File: src/shared/flash_read_pkg.sv
// Purpose: constants, carriers and helpers of the serial flash read host
// Assumes: 10 MHz system clock, flash pins run in clock mode 0
// Notes: opcodes are plain defaults and may need changing for another part
package flash_read_pkg;
	// Register byte offsets
	localparam logic [7:0] CTRL_OFS = 8'h00;
	localparam logic [7:0] ADDR_OFS = 8'h04;
	localparam logic [7:0] STAT_OFS = 8'h08;
	localparam logic [7:0] DATA_OFS = 8'h0C;
	// Field positions
	localparam int CTRL_START      = 0;
	localparam int CTRL_MODE_LO    = 1;
	localparam int CTRL_WIDE       = 4;
	localparam int CTRL_QUAD_CMD   = 5;
	localparam int CTRL_DUMMY_LO   = 6;
	localparam int CTRL_QUAD_EN    = 8;
	localparam int CTRL_ABORT      = 9;
	localparam int CTRL_LEN_LO     = 16;
	localparam int STAT_BUSY       = 0;
	localparam int STAT_VALID      = 1;
	localparam int STAT_REFUSED    = 2;
	localparam logic [31:0] CTRL_RESET = 32'h0000_0000;
	// Read command kinds
	localparam logic [2:0] MODE_READ             = 3'h0;
	localparam logic [2:0] MODE_FAST_READ        = 3'h1;
	localparam logic [2:0] MODE_DUAL_OUTPUT_READ = 3'h2;
	localparam logic [2:0] MODE_DUAL_IO_READ     = 3'h3;
	localparam logic [2:0] MODE_QUAD_OUTPUT_READ = 3'h4;
	localparam logic [2:0] MODE_QUAD_IO_READ     = 3'h5;
	// Timing
	localparam int SYS_CLK_NS     = 100;
	localparam int SCLK_PERIOD_NS = 800;
	localparam int HALF_CYC       = SCLK_PERIOD_NS / (2 * SYS_CLK_NS);
	localparam int CS_HIGH_NS     = 400;
	localparam int CS_HIGH_CYC    = (CS_HIGH_NS + SYS_CLK_NS - 1) / SYS_CLK_NS;
	localparam int DIV_W          = 3;
	typedef enum logic [2:0] {ST_IDLE, ST_LOAD, ST_CMD, ST_ADDR, ST_DUMMY, ST_DATA, ST_DONE} st_type;
	typedef struct packed {
		logic        psel;
		logic        penable;
		logic        pwrite;
		logic [7:0]  paddr;
		logic [31:0] pwdata;
	} apb_req_type;
	typedef struct packed {
		logic [31:0] prdata;
		logic        pready;
		logic        pslverr;
	} apb_rsp_type;
	typedef struct packed {
		logic       cs_b;
		logic       sclk;
		logic [3:0] io_out;
		logic [3:0] io_oe;
	} pin_out_type;
	// Opcode of each read kind
	function automatic logic [7:0] opcode_of(input logic [2:0] m);
		case (m)
			MODE_FAST_READ:        opcode_of = 8'h0B;
			MODE_DUAL_OUTPUT_READ: opcode_of = 8'h3B;
			MODE_DUAL_IO_READ:     opcode_of = 8'hBB;
			MODE_QUAD_OUTPUT_READ: opcode_of = 8'h6B;
			MODE_QUAD_IO_READ:     opcode_of = 8'hEB;
			default:               opcode_of = 8'h03;
		endcase
	endfunction : opcode_of
	// Dummy clocks per kind and dummy code
	function automatic logic [5:0] dummy_clocks(input logic [2:0] m, input logic [1:0] dc);
		case (m)
			MODE_READ:         dummy_clocks = 6'd0;
			MODE_DUAL_IO_READ: dummy_clocks = dc[0] ? 6'd8 : 6'd4;
			MODE_QUAD_IO_READ: dummy_clocks = (dc == 2'd0) ? 6'd6 : (dc == 2'd1) ? 6'd4 : (dc == 2'd2) ? 6'd8 : 6'd10;
			default:           dummy_clocks = 6'd8;
		endcase
	endfunction : dummy_clocks
endpackage : flash_read_pkg

File: src/verilog/flash_read_host.sv
// Purpose: host that issues the six serial flash read commands from APB orders
// Assumes: sys_clk 10 MHz; flash sclk made here by a divider
// Notes: one byte holding register, sclk pauses while it is unread
// Behaviour
// RQ1: Host changes lanes on sclk fall; data sampled before falling edge.
// RQ2: Flash streams from any address with auto-increment while selected.
// RQ3: Flash wraps its address to zero past the top location.
// RQ4: Three address bytes unless wide addressing is chosen.
// RQ5: Plain read: opcode and address on lane zero, data on lane one.
// RQ6: Host may raise chip select anywhere in data phase to end read.
// RQ7: Flash ignores reads while a program or erase cycle runs.
// RQ8: Fast read: eight default dummy clocks before data on lane one.
// RQ9: Flash takes dummy count from its two dummy code bits.
// RQ10: Dual output read: single-lane header, data two bits per clock.
// RQ11: Dual I/O read: address, four dummies and data on two lanes.
// RQ12: Quad reads only after the quad enable bit is set.
// RQ13: Quad output read: single-lane header, eight dummies, four-lane data.
// RQ14: Quad I/O read: address, six dummies and data on four lanes.
// RQ15: Flash accepts quad I/O read in single-line and quad command mode.
// RQ16: Host drives first two dummy clocks with a non-toggling pattern.
// RQ17: Wide addressing adds one address byte on the command's lanes; the host sends it on the address lanes (addr_w).
// RQ18: Flash keeps a wide address flag set and cleared by mode commands.
// RQ19: Most significant bit first, top lane carries the top bit.
// RQ20: Flash floats its lanes while deselected or not driving.
`timescale 1ns/10ps
module flash_read_host
	import flash_read_pkg::*;
(
	// Clock and reset
	input  wire logic        sys_clk,
	input  wire logic        rst_b,
	// Register bus
	input  apb_req_type      apb_req,
	output apb_rsp_type      apb_rsp,
	// Flash pins
	output pin_out_type      pins,
	input  wire logic [3:0]  io_in
);
	st_type            state_reg;
	logic [2:0]        mode_reg;
	logic              wide_addr_reg;
	logic              quad_cmd_reg;
	logic              quad_en_reg;
	logic [1:0]        dummy_code_reg;
	logic [15:0]       len_reg;
	logic [31:0]       addr_reg;
	logic              rx_valid_reg;
	logic              refused_reg;
	logic [7:0]        data_reg;
	logic [3:0]        io_meta_reg;
	logic [3:0]        io_sync_reg;
	logic [DIV_W-1:0]  div_reg;
	logic              sclk_reg;
	logic              cs_b_reg;
	logic [31:0]       out_sr_reg;
	logic [3:0]        io_out_reg;
	logic [3:0]        io_oe_reg;
	logic [2:0]        width_reg;
	logic [5:0]        clk_left_reg;
	logic [15:0]       byte_left_reg;
	logic [7:0]        rx_sr_reg;
	logic [3:0]        dummy_idx_reg;
	logic [5:0]        rise_cnt_reg;
	logic              wr;
	logic              rd;
	logic              ctrl_wr;
	logic              start_req;
	logic              abort_req;
	logic [2:0]        new_mode;
	logic              new_quad;
	logic              bad_start;
	logic              go;
	logic              busy;
	logic              active;
	logic              hdr;
	logic              run;
	logic              stall;
	logic              tick;
	logic              rise;
	logic              fall;
	logic              enter;
	logic              byte_done;
	logic [2:0]        addr_w;
	logic [2:0]        data_w;
	logic [5:0]        addr_n;
	logic [5:0]        dummy_n;
	logic [5:0]        per_byte;
	logic [7:0]        rx_next;
	st_type            tgt;
	logic [31:0]       ld_sr;
	logic [2:0]        ld_w;
	logic [5:0]        ld_cnt;
	logic [3:0]        ld_oe;
	logic [31:0]       sh_sr;

	// Lane mask for a lane count
	function automatic logic [3:0] lane_mask(input logic [2:0] w);
		lane_mask = (w == 3'd1) ? 4'h1 : (w == 3'd2) ? 4'h3 : 4'hF;
	endfunction : lane_mask

	// Top bits of the shifter onto the lanes, highest lane gets the top bit
	function automatic logic [3:0] lanes_of(input logic [31:0] sr, input logic [2:0] w);
		lanes_of = (w == 3'd1) ? {3'b000, sr[31]} : (w == 3'd2) ? {2'b00, sr[31:30]} : sr[31:28]; // RQ19
	endfunction : lanes_of

	// Bus decode; the slave always answers in the access cycle
	assign wr        = apb_req.psel && apb_req.penable && apb_req.pwrite;
	assign rd        = apb_req.psel && apb_req.penable && !apb_req.pwrite;
	assign ctrl_wr   = wr && (apb_req.paddr == CTRL_OFS);
	assign start_req = ctrl_wr && apb_req.pwdata[CTRL_START];
	assign abort_req = ctrl_wr && apb_req.pwdata[CTRL_ABORT];
	assign new_mode  = apb_req.pwdata[CTRL_MODE_LO +: 3];
	assign new_quad  = (new_mode == MODE_QUAD_OUTPUT_READ) || (new_mode == MODE_QUAD_IO_READ);
	// Quad kinds need the enable confirmed; quad command framing only for quad I/O
	assign bad_start = start_req && (busy || (new_mode > MODE_QUAD_IO_READ) ||
		(new_quad && !apb_req.pwdata[CTRL_QUAD_EN]) || // RQ12
		(apb_req.pwdata[CTRL_QUAD_CMD] && (new_mode != MODE_QUAD_IO_READ)));
	assign go        = start_req && !bad_start;
	assign busy      = (state_reg != ST_IDLE);
	assign active    = (state_reg == ST_CMD) || (state_reg == ST_ADDR) || (state_reg == ST_DUMMY) || (state_reg == ST_DATA);
	assign hdr       = (state_reg == ST_CMD) || (state_reg == ST_ADDR) || (state_reg == ST_DUMMY);

	// Per-kind lane counts and phase lengths
	assign addr_w   = (mode_reg == MODE_QUAD_IO_READ) ? 3'd4 : (mode_reg == MODE_DUAL_IO_READ) ? 3'd2 : 3'd1;
	assign data_w   = (mode_reg <= MODE_FAST_READ) ? 3'd1 :
		((mode_reg == MODE_DUAL_OUTPUT_READ) || (mode_reg == MODE_DUAL_IO_READ)) ? 3'd2 : 3'd4;
	assign addr_n   = (wide_addr_reg ? 6'd32 : 6'd24) >> ((addr_w == 3'd4) ? 2 : (addr_w == 3'd2) ? 1 : 0); // RQ4 RQ17
	assign dummy_n  = dummy_clocks(mode_reg, dummy_code_reg); // RQ8 RQ10 RQ11 RQ13 RQ14
	assign per_byte = (data_w == 3'd1) ? 6'd8 : (data_w == 3'd2) ? 6'd4 : 6'd2;

	// Divider: sclk pauses low at a byte start while the last byte is unread
	assign stall = (state_reg == ST_DATA) && rx_valid_reg && !sclk_reg && (clk_left_reg == per_byte);
	assign run   = active && !stall;
	assign tick  = run && (div_reg == DIV_W'(HALF_CYC - 1));
	assign rise  = tick && !sclk_reg;
	assign fall  = tick && sclk_reg;
	assign enter = (state_reg == ST_LOAD) || (hdr && fall && (clk_left_reg == 6'd1));
	assign byte_done = (state_reg == ST_DATA) && !abort_req && fall && (clk_left_reg == 6'd1);

	// Incoming bits; data on lane one for single-lane kinds
	assign rx_next = (width_reg == 3'd1) ? {rx_sr_reg[6:0], io_sync_reg[1]} : // RQ5
		(width_reg == 3'd2) ? {rx_sr_reg[5:0], io_sync_reg[1:0]} : {rx_sr_reg[3:0], io_sync_reg[3:0]};
	assign sh_sr   = out_sr_reg << width_reg;

	// Setup of the phase that follows the current one
	always_comb
	begin
		tgt    = ST_DATA;
		ld_sr  = 32'h0000_0000;
		ld_w   = data_w;
		ld_cnt = per_byte;
		ld_oe  = 4'h0;
		case (state_reg)
			ST_LOAD:  tgt = ST_CMD;
			ST_CMD:   tgt = ST_ADDR;
			ST_ADDR:  tgt = (dummy_n != 6'd0) ? ST_DUMMY : ST_DATA;
			default:  tgt = ST_DATA;
		endcase
		case (tgt)
			ST_CMD:
			begin
				ld_sr  = {opcode_of(mode_reg), 24'h00_0000};
				ld_w   = quad_cmd_reg ? 3'd4 : 3'd1; // RQ5
				ld_cnt = quad_cmd_reg ? 6'd2 : 6'd8;
				ld_oe  = quad_cmd_reg ? 4'hF : 4'h1;
			end
			ST_ADDR:
			begin
				ld_sr  = wide_addr_reg ? addr_reg : {addr_reg[23:0], 8'h00}; // RQ4 RQ17
				ld_w   = addr_w;
				ld_cnt = addr_n;
				ld_oe  = lane_mask(addr_w);
			end
			ST_DUMMY:
			begin
				ld_w   = addr_w;
				ld_cnt = dummy_n;
				// Quad I/O drives all-zero nibbles, which never toggle against each other
				ld_oe  = (mode_reg == MODE_QUAD_IO_READ) ? 4'hF : (addr_w == 3'd1) ? 4'h1 : 4'h0; // RQ16
			end
			default:
			begin
				ld_w   = data_w;
				ld_cnt = per_byte;
				ld_oe  = 4'h0;
			end
		endcase
	end

	// Command sequencer
	always_ff @(posedge sys_clk or negedge rst_b)
	begin
		if (!rst_b)
		begin
			state_reg     <= ST_IDLE;
			out_sr_reg    <= 32'h0000_0000;
			io_out_reg    <= 4'h0;
			io_oe_reg     <= 4'h0;
			width_reg     <= 3'd1;
			clk_left_reg  <= 6'd0;
			byte_left_reg <= 16'h0000;
			rx_sr_reg     <= 8'h00;
			dummy_idx_reg <= 4'h0;
		end
		else if ((state_reg == ST_DATA) && abort_req)
		begin
			state_reg    <= ST_DONE; // RQ6
			clk_left_reg <= 6'(CS_HIGH_CYC);
		end
		else if (enter)
		begin
			state_reg     <= tgt;
			out_sr_reg    <= ld_sr;
			io_out_reg    <= lanes_of(ld_sr, ld_w);
			width_reg     <= ld_w;
			clk_left_reg  <= ld_cnt;
			io_oe_reg     <= ld_oe;
			dummy_idx_reg <= 4'h0;
			if (state_reg == ST_LOAD)
				byte_left_reg <= len_reg;
		end
		else if ((state_reg == ST_IDLE) && go)
			state_reg <= ST_LOAD;
		else if (hdr && fall)
		begin
			// New bits go out on the falling edge, ahead of the next rise
			out_sr_reg    <= sh_sr; // RQ1
			io_out_reg    <= lanes_of(sh_sr, width_reg);
			clk_left_reg  <= clk_left_reg - 6'd1;
			dummy_idx_reg <= dummy_idx_reg + 4'h1;
			if ((state_reg == ST_DUMMY) && (mode_reg == MODE_QUAD_IO_READ) && (dummy_idx_reg == 4'h1))
				io_oe_reg <= 4'h0; // RQ16
		end
		else if ((state_reg == ST_DATA) && fall)
		begin
			rx_sr_reg <= rx_next; // RQ1
			if (clk_left_reg != 6'd1)
				clk_left_reg <= clk_left_reg - 6'd1;
			else if ((len_reg != 16'h0000) && (byte_left_reg == 16'h0001))
			begin
				state_reg    <= ST_DONE;
				clk_left_reg <= 6'(CS_HIGH_CYC);
			end
			else
			begin
				clk_left_reg  <= per_byte;
				byte_left_reg <= byte_left_reg - 16'h0001;
			end
		end
		else if (state_reg == ST_DONE)
		begin
			io_oe_reg  <= 4'h0;
			io_out_reg <= 4'h0;
			if (clk_left_reg <= 6'd1)
				state_reg <= ST_IDLE;
			else
				clk_left_reg <= clk_left_reg - 6'd1;
		end
	end

	// Divider count
	always_ff @(posedge sys_clk or negedge rst_b)
	begin
		if (!rst_b)
			div_reg <= '0;
		else if (!run || tick)
			div_reg <= '0;
		else
			div_reg <= div_reg + DIV_W'(1);
	end

	// Serial clock and chip select follow the state one cycle later
	always_ff @(posedge sys_clk or negedge rst_b)
	begin
		if (!rst_b)
		begin
			sclk_reg <= 1'b0;
			cs_b_reg <= 1'b1;
		end
		else
		begin
			cs_b_reg <= !active; // RQ5 RQ6
			if (!active)
				sclk_reg <= 1'b0;
			else if (tick)
				sclk_reg <= !sclk_reg;
		end
	end

	// Two-stage synchroniser on the lanes
	always_ff @(posedge sys_clk or negedge rst_b)
	begin
		if (!rst_b)
		begin
			io_meta_reg <= 4'h0;
			io_sync_reg <= 4'h0;
		end
		else
		begin
			io_meta_reg <= io_in;
			io_sync_reg <= io_meta_reg;
		end
	end

	// Command setup registers, frozen while a command runs
	always_ff @(posedge sys_clk or negedge rst_b)
	begin
		if (!rst_b)
		begin
			mode_reg       <= CTRL_RESET[CTRL_MODE_LO +: 3];
			wide_addr_reg  <= CTRL_RESET[CTRL_WIDE];
			quad_cmd_reg   <= CTRL_RESET[CTRL_QUAD_CMD];
			dummy_code_reg <= CTRL_RESET[CTRL_DUMMY_LO +: 2];
			quad_en_reg    <= CTRL_RESET[CTRL_QUAD_EN];
			len_reg        <= CTRL_RESET[CTRL_LEN_LO +: 16];
			addr_reg       <= 32'h0000_0000;
		end
		else if (!busy)
		begin
			if (ctrl_wr)
			begin
				mode_reg       <= new_mode;
				wide_addr_reg  <= apb_req.pwdata[CTRL_WIDE];
				quad_cmd_reg   <= apb_req.pwdata[CTRL_QUAD_CMD];
				dummy_code_reg <= apb_req.pwdata[CTRL_DUMMY_LO +: 2];
				quad_en_reg    <= apb_req.pwdata[CTRL_QUAD_EN];
				len_reg        <= apb_req.pwdata[CTRL_LEN_LO +: 16];
			end
			if (wr && (apb_req.paddr == ADDR_OFS))
				addr_reg <= apb_req.pwdata;
		end
	end

	// Received byte and sticky flags; a new event beats a clear in the same cycle
	always_ff @(posedge sys_clk or negedge rst_b)
	begin
		if (!rst_b)
		begin
			data_reg     <= 8'h00;
			rx_valid_reg <= 1'b0;
			refused_reg  <= 1'b0;
		end
		else
		begin
			if (byte_done)
				data_reg <= rx_next;
			if (byte_done)
				rx_valid_reg <= 1'b1;
			else if (rd && (apb_req.paddr == DATA_OFS))
				rx_valid_reg <= 1'b0;
			if (bad_start)
				refused_reg <= 1'b1; // RQ12
			else if (wr && (apb_req.paddr == STAT_OFS) && apb_req.pwdata[STAT_REFUSED])
				refused_reg <= 1'b0;
		end
	end

	// Read mux; unmapped offsets answer with an error
	always_comb
	begin
		apb_rsp.prdata  = 32'h0000_0000;
		apb_rsp.pready  = 1'b1;
		apb_rsp.pslverr = 1'b0;
		if (apb_req.paddr == CTRL_OFS)
			apb_rsp.prdata = {len_reg, 7'h00, quad_en_reg, dummy_code_reg, quad_cmd_reg, wide_addr_reg, mode_reg, 1'b0};
		else if (apb_req.paddr == ADDR_OFS)
			apb_rsp.prdata = addr_reg;
		else if (apb_req.paddr == STAT_OFS)
			apb_rsp.prdata = {29'h0000_0000, refused_reg, rx_valid_reg, busy};
		else if (apb_req.paddr == DATA_OFS)
			apb_rsp.prdata = {24'h00_0000, data_reg};
		else
			apb_rsp.pslverr = apb_req.psel && apb_req.penable;
	end

	assign pins = '{cs_b: cs_b_reg, sclk: sclk_reg, io_out: io_out_reg, io_oe: io_oe_reg};

	// Rises seen in the current phase, read only by the checks below
	always_ff @(posedge sys_clk or negedge rst_b)
	begin
		if (!rst_b)
			rise_cnt_reg <= 6'd0;
		else if (enter || !active)
			rise_cnt_reg <= 6'd0;
		else if (rise)
			rise_cnt_reg <= rise_cnt_reg + 6'd1;
	end
endmodule : flash_read_host

File: config.mk
export PLATFORM = sky130hd
export DESIGN_NAME = flash_read_host
export DESIGN_NICKNAME = d
export VERILOG_FILES = /design/src/shared/flash_read_pkg.sv /design/src/verilog/flash_read_host.sv
export SDC_FILE = /design/constraint.sdc
export NUM_CORES = 1
export LEC_CHECK = 0
export ABC_AREA = 0
export BUFFER_PORTS_ARGS = -buffer_cell sky130_fd_sc_hd__buf_2
export CORE_UTILIZATION = 50
export DETAILED_ROUTE_END_ITERATION = 7
export PLACE_DENSITY = 0.73
export SLEW_MARGIN = 10
export SYNTH_ARGS = -nofsm -noshare
export SYNTH_HDL_FRONTEND = slang
export SYNTH_SLANG_ARGS = --single-unit
File: constraint.sdc
create_clock -name sys_clk -period 8.5 [get_ports sys_clk]
set_clock_uncertainty 0.15 [all_clocks]
set_input_delay 0.85 -clock sys_clk [delete_from_list [all_inputs] [get_ports sys_clk]]
set_output_delay 0.85 -clock sys_clk [all_outputs]
set_load 0.01 [all_outputs]
Word level (Yosys, flattened, before mapping)
Cells that the tools add are included.
Storage, ports and cells
  register bits: 158
  input bits: 49
  output and inout bits: 44
Cells by class
  add/sub/neg operators: 4
  order comparisons: 3
  eq/ne operators: 50
  shifts and indexed selects: 2
  muxes and demuxes: 90
  bitwise operators: 5
  reduce and logical (&&, ||, !) cells: 75
Operator list (number)
  2-to-1 mux 32 bit: 6
  2-to-1 mux 16 bit: 7
  2-to-1 mux 4 bit: 26
  one-hot mux 32 bit (2 select lines): 1
  2-to-1 mux 6 bit: 9
  2-to-1 mux 3 bit: 15
  one-hot mux 8 bit (5 select lines): 1
  == test 3 x 2 -> 1 bit, second input constant: 11
  2-to-1 mux 8 bit: 4
  << shifter 32 x 3 -> 32 bit: 1
  logical AND 1 bit: 31
  == test 3 bit, second input constant: 9
  one-hot mux 4 bit (3 select lines): 2
  == test 3 x 1 -> 1 bit, second input constant: 6
  one-hot mux 6 bit (3 select lines): 1
  == test 16 x 1 -> 1 bit, second input constant: 1
  == test 8 x 4 -> 1 bit, second input constant: 2
  nonzero test 16 bit: 1
  subtractor 16 x 1 -> 16 bit, second input constant: 1
  AND reduction 5 bit: 3
  nonzero test 5 bit: 3
  2-to-1 mux 1 bit: 13
  logical OR 1 bit: 10
  != test 5 bit, second input constant: 2
  other kinds (36): 63

Depth between registers and ports, before layout
Gate-level depths: netlist of run 1.
  depth in word-level cells: 19
  depth in mapped cells: 11
  mapped depth without buffers: 8

Worst setup path before layout of run 1
Ideal clock, no wire load.
  path kind: input -> output
  start point: input port apb_req[33] (netlist name)
  end point: output port apb_rsp[23] (netlist name)
  arrival: 2.472 ns
  required time: 7.500 ns
  setup slack: 5.028 ns
  stages: 7
  path buffers: 3
  path through: nor4_1 -> nand2_1 -> clkbuf_1 -> or2_2 -> clkbuf_1 -> clkbuf_1 -> nor2_1
RTL lines
  start: declaration: line flash_read_host.sv:33  | input apb_req_type apb_req,
  end: declaration: line flash_read_host.sv:34  | output apb_rsp_type apb_rsp,

==> results.py, run 1 <==
metrics = {
    "sta": {
        "slew_violations": 0,
        "hold_viol_final": 0,
        "tns_ns": 0,
        "fin_ws_ns": 4.54,
        "tightest_slew_ns": 0.997,
        "rsz0062_at_grt": "no",
        "slew_headroom": 0.335,
        "fin_crit_sh": 0.466,
        "min_period_ns": 3.96,
        "max_freq_ghz": 0.253,
        "finalSetupViolations": 0,
    },
    "global_route": {
        "grt_max_degree": 81,
        "overflow": 0,
        "first_global_vias": 7886,
        "grt_pass1_wl_mm": 43.0,
        "antenna_found_initial": 0,
        "grt_use_total": 0.276,
    },
    "synthesis": {
        "yosysTopAreaCell": "dfrtp_1",
        "yosysMostFrequentCell": "dfrtp_1",
        "yosysWarnings": 0,
        "synth_nets": 1078,
        "synth_cell_types": 67,
        "ys_ff_latch": 157,
        "synthesis.area_um2": 9770,
        "synth-seq-area-share": 0.402,
        "synth.avg_cell_area_um2": 9.61,
        "synth_edf_count": 0,
        "yosys-top-cells-count": "155 x dfrtp_1, 96 x mux2_2, 93 x nand2_1, 84 x nor2_1, 83 x o21ai_0",
        "synth_top_area_frac": 0.397,
        "ys_top_cells_by_area": "dfrtp_1 40%, mux2_2 11%, mux2i_1 6.1%",
        "synth-async-reset-ratio": 1.00,
        "synth_ff_type": "dfrtp_1",
        "syn_inst": 1017,
    },
    "cts": {
        "cts_buffers": 17,
        "clk_pin_slew_ns": 0.07,
        "cts-root-buf": "clkbuf_16",
        "cts_hold_buf": 0,
        "post-cts-setup-buffers": 0,
        "cts_sinks": 157,
        "cts_buffer_depth": 2,
        "cts_resized": 0,
        "cts_tree": "yes",
        "htreeDepth": 4,
        "clk_latency_ns": 0.44,
    },
    "route": {
        "drt-initial-drc-count": 646,
        "drt-total-wl_mm": 26.5,
        "dr.pass1.iters": 6,
        "drcViolationCount": 0,
        "wl_per_cell_um": 19.9,
        "drtAntennaViolNets": 0,
        "vias": 8234,
        "vias_per_cell": 6.19,
    },
    "floorplanning": {
        "core_um2": 19000,
        "ioPinCount": 93,
        "die_h_um": 142,
        "die_w_um": 142,
        "start_util": 0.515,
        "die_area_um2": 20100,
        "rows": 50,
    },
    "setup_path": {
        "endpoint_kind": "output pin",
        "worstSetupPathType": "in -> out",
        "path_max_fanout": 11,
        "reg2reg_to": "byte_left_reg[5]",
        "worstRegToRegCells": 6,
        "r2r_start": "byte_left_reg[7]",
        "rrSetupSlack_ns": 4.97,
        "crit_arrival_ns": 2.96,
        "cp-start-kind": "input port",
        "worstPathRequired_ns": 7.50,
    },
    "placed_design": {
        "pre_cts_ws_ns": 4.59,
        "dp.final_hpwl_mm": 18.5,
        "gp_congestion": 0.922,
        "port_buffers": 91,
    },
    "pwr": {
        "total_power_w": 0.00280,
        "p_leak_nw": 4.96,
        "ir_worst_vdd_v": 0.000155,
        "power.density_nw_per_um2": 255,
    },
    "final_layout": {
        "fill_cells": 1628,
        "diodes": 0,
        "multi_input_area_um2": 5450,
        "final_nets": 1118,
        "regArea_um2": 3930,
        "layout-drive-gt1-share": 0.261,
        "syn_to_final_growth_pct": 12.1,
    },
    "hold_path": {
        "hold_end": "io_sync_reg[2]",
        "hold_path_class": "reg -> reg",
        "hp-start": "io_meta_reg[2]",
        "hold_path_depth": 0,
    },
    "flow_run": {
        "maxCapViolations": 0,
    },
    "outcome": {
        "status": "finished, final reports clean",
    },
}
## report_power, final
part / total, W / internal, W / switching (W)
clock: 0.000798 / 0.000453 / 0.000345
sequential: 0.000970 / 0.000844 / 0.000126
combinational: 0.00103 / 0.000376 / 0.000653
total: 0.00280 / 0.00167 / 0.00112
## logic make-up (layout without fill, tap and decap cells)
family,Yosys count,in the layout,synth area share
DFF,157,157,0.402
and+or+nand+nor,318,318,0.157
other,1,1,0.000384
xor gates and xnor gates,5,5,0.00448
adders and majority gates,12,12,0.0154
buffers and inverters,99,152,0.0421
AOI/OAI and AO/OA,248,248,0.159
muxes,177,177,0.219
## placed cells by master (no fill, tap or decap), types with 6 or more instances in the layout
cell type	count
buf_2	90
mux2i_1	60
ha_1	12
a211oi_1	9
nand4_1	10
nand3_1	17
mux4_2	20
and3_1	17
nor3_1	33
a31oi_1	13
a22oi_1	14
a21oi_1	64
nand3b_1	6
nor2b_1	7
nor2_1	83
mux2_2	96
nor4_1	14
dfrtp_1	155
inv_6	8
buf_4	11
clkbuf_16	17
inv_1	15
nand2_1	93
nand2b_1	9
a21o_1	6
o21ai_0	83
o22ai_1	11
## cell type report
type | instances | area share
Multi-Input combinational cell | 761 | 0.498
Sequential cell | 157 | 0.359
Timing Repair Buffer | 103 | 0.0522
Clock buffer | 18 | 0.0401
Tap cell | 260 | 0.0297
Clock inverter | 14 | 0.0155
Inverter | 17 | 0.00583
## critical path, cell delays in order
cell and delay [ns]:
buf_2 0.09, nor4_1 0.56, nand2_1 0.38, nor2_1 0.59, and3_1 0.32, buf_2 0.16
## worst max path at each step
stage	start	end	slack [ns]	cells past startpoint
floorplan	apb_req[33]	apb_rsp[23]	5.03	7
global placement	apb_req[33]	apb_rsp[11]	4.64	6
detailed placement	apb_req[33]	apb_rsp[11]	4.59	6
CTS	apb_req[33]	apb_rsp[11]	4.57	6
global route	apb_req[33]	apb_rsp[11]	4.34	6
finish	apb_req[33]	apb_rsp[11]	4.54	6
## layer usage
metal,track usage,up-vias,share of wire
met5,0,-,0
met4,0.0911,0,0.025
met3,0.0415,49,0.064
met2,0.421,345,0.45
met1,0.402,4004,0.46
li1,-,3836,-
## stage by stage
stage | cells | hold slack [ns] | area [um2] | utilization
finish | 1330 | 0.204 | 11000 | 0.578
global route | 1330 | 0.208 | 11000 | 0.578
CTS | 1329 | 0.207 | 10900 | 0.576
detailed placement | 1297 | 0.191 | 10300 | 0.544
global placement | 1297 | 0.182 | 10300 | 0.544
floorplan | 1017 | 0.181 | 9770 | -
(Power assumes the default switching activity.)
==> inputs of run 2 (changes only) <==
--- a/config.mk
+++ b/config.mk
@@ -9,7 +9,7 @@
 export BUFFER_PORTS_ARGS = -buffer_cell sky130_fd_sc_hd__buf_2
 export CORE_UTILIZATION = 50
 export DETAILED_ROUTE_END_ITERATION = 7
-export PLACE_DENSITY = 0.73
+export PLACE_DENSITY = 0.76
 export SLEW_MARGIN = 10
 export SYNTH_ARGS = -nofsm -noshare
 export SYNTH_HDL_FRONTEND = slang
==> constraint.sdc (replaced) <==
create_clock -name sys_clk -period 3.3 [get_ports sys_clk]
set_clock_uncertainty 0.15 [all_clocks]
set_input_delay 0.33 -clock sys_clk [delete_from_list [all_inputs] [get_ports sys_clk]]
set_output_delay 0.33 -clock sys_clk [all_outputs]
set_load 0.01 [all_outputs]
==> results.py, run 2 (synthesized netlist as in run 1, its figures left out) <==
metrics = {
    "outcome": {
        "status": "finished, final reports clean",
    },
    "cts": {
        "htreeDepth": 4,
        "clk_latency_ns": 0.43,
        "clk_pin_slew_ns": 0.07,
        "post-cts-setup-buffers": 0,
        "cts_sinks": 157,
        "cts_buffers": 17,
        "cts_tree": "yes",
        "cts-root-buf": "clkbuf_16",
        "cts_buffer_depth": 2,
    },
    "route": {
        "vias": 8458,
        "dr.pass1.iters": 6,
        "drcViolationCount": 0,
        "drtAntennaViolNets": 0,
        "drt-initial-drc-count": 722,
        "drt-total-wl_mm": 27.2,
        "wl_per_cell_um": 19.8,
        "vias_per_cell": 6.15,
    },
    "global_route": {
        "antenna_found_initial": 0,
        "first_global_vias": 8236,
        "overflow": 0,
        "grt_pass1_wl_mm": 43.9,
        "grt_use_total": 0.282,
        "grt_max_degree": 88,
    },
    "sta": {
        "tightest_slew_ns": 0.846,
        "tns_ns": 0,
        "slew_violations": 0,
        "max_freq_ghz": 0.324,
        "slew_headroom": 0.436,
        "min_period_ns": 3.08,
        "rsz0062_at_grt": "no",
        "fin_crit_sh": 0.934,
        "finalSetupViolations": 0,
        "hold_viol_final": 0,
    },
    "pwr": {
        "internal_power_w": 0.00438,
        "p_leak_nw": 5.15,
        "p_sw_frac": 0.396,
        "comb_power_share": 0.386,
        "p_sw_w": 0.00287,
        "pwr-share-seq": 0.343,
        "power_frac_clock": 0.271,
        "power.density_nw_per_um2": 639,
        "ir_worst_vdd_v": 0.000390,
    },
    "floorplanning": {
        "die_h_um": 142,
        "ioPinCount": 93,
        "start_util": 0.515,
        "die_w_um": 142,
        "die_area_um2": 20100,
        "core_um2": 19000,
        "rows": 50,
    },
    "setup_path": {
        "worstRegToRegCells": 6,
        "worstSetupPathType": "reg -> reg",
        "crit_arrival_ns": 3.25,
        "cp-start-kind": "register",
        "worstPathRequired_ns": 3.47,
        "endpoint_kind": "register",
        "endpoint": "byte_left_reg[13]",
        "rrSetupSlack_ns": 0.22,
        "r2r_start": "byte_left_reg[7]",
        "reg2reg_to": "byte_left_reg[13]",
        "cp-startpoint": "byte_left_reg[7]",
        "path_max_fanout": 13,
    },
    "hold_path": {
        "hp-start": "apb_req[21]",
        "hold_path_class": "in -> reg",
        "hold_path_depth": 2,
    },
    "final_layout": {
        "fin_area_um2": 11400,
        "final_nets": 1163,
        "final_common_cell": "dfrtp_1",
        "final_cell_mix": "155 x dfrtp_1, 96 x mux2_2, 93 x nand2_1",
        "syn_to_final_growth_pct": 16.3,
        "layout-drive-gt1-share": 0.267,
        "diodes": 0,
        "final_cells": 1375,
    },
    "placed_design": {
        "placedCellCount": 1318,
        "gp_congestion": 0.945,
        "dp.final_hpwl_mm": 19.2,
        "place_area_um2": 10500,
        "port_buffers": 91,
    },
    "flow_run": {
        "maxCapViolations": 0,
    },
}
-- run 2: per-layer routing --
metal / vias to the layer above / GRT usage / wire length [um]
met2: 359 / 0.442 / 12900
met4: 0 / 0.135 / 962
li1: 3908 / - / -
met1: 4129 / 0.373 / 11300
met5: - / 0 / 0
met3: 62 / 0.0621 / 2030
-- run 2: worst min-delay path by stage --
stage	to	slack [ns]
4_1_cts	len_reg[1]	0.003
3_5_place_dp	io_sync_reg[0]	0.19
2_1_floorplan	addr_reg[0]	-0.12
6_report	len_reg[5]	0.007
3_3_place_gp	io_sync_reg[0]	0.18
5_1_grt	len_reg[5]	0.006
-- run 2: layout make-up --
type | instances | area, um2
flip-flops and latches | 157 | 3930
well taps | 260 | 325
multi-input cells | 761 | 5450
fillers | 1542 | 7600
repair buffers | 148 | 1000
inverters | 17 | 63.8
clock buffers | 22 | 484
clock inverters | 10 | 101
-- run 2: what timing repair did --
item | 4_1_cts | 5_1_grt
gates resized for setup | 0 | 0
endpoints found under the hold margin | 116 | 0
endpoints found under the setup margin | 0 | 0
hold buffers | 25 | 0
-- run 2: power by group through the flow --
| stage | Sequential [W] | Clock (W) | Combinational [W] |
|---|---|---|---|
| 2_1_floorplan | 0.00236 | 0 | 0.00211 |
| 6_report | 0.00249 | 0.00197 | 0.00280 |
| 3_5_place_dp | 0.00251 | 0 | 0.00272 |
| 3_3_place_gp | 0.00250 | 0 | 0.00266 |
| 5_1_grt | 0.00253 | 0.00206 | 0.00305 |
| 4_1_cts | 0.00248 | 0.00198 | 0.00276 |
-- run 2: worst max-delay path, cell delays in order, from the launching register on --
cell     delay [ns]
dfrtp_1        0.45
or4_1          0.68
or4_4          0.48
or3_1          0.51
o211a_4        0.38
o21a_1         0.13
o22a_1         0.17
-- run 2: per-stage QoR --
step / util / power (W) / worst slack (ns) / hold WS, ns
after floorplan: - / 0.00448 / 0.442 / -0.116
after global placement: 0.555 / 0.00516 / 0.325 / 0.182
after detailed placement: 0.555 / 0.00523 / 0.291 / 0.187
after CTS: 0.599 / 0.00721 / 0.255 / 0.00271
after global routing: 0.599 / 0.00764 / 0.117 / 0.00607
final: 0.599 / 0.00726 / 0.218 / 0.00729
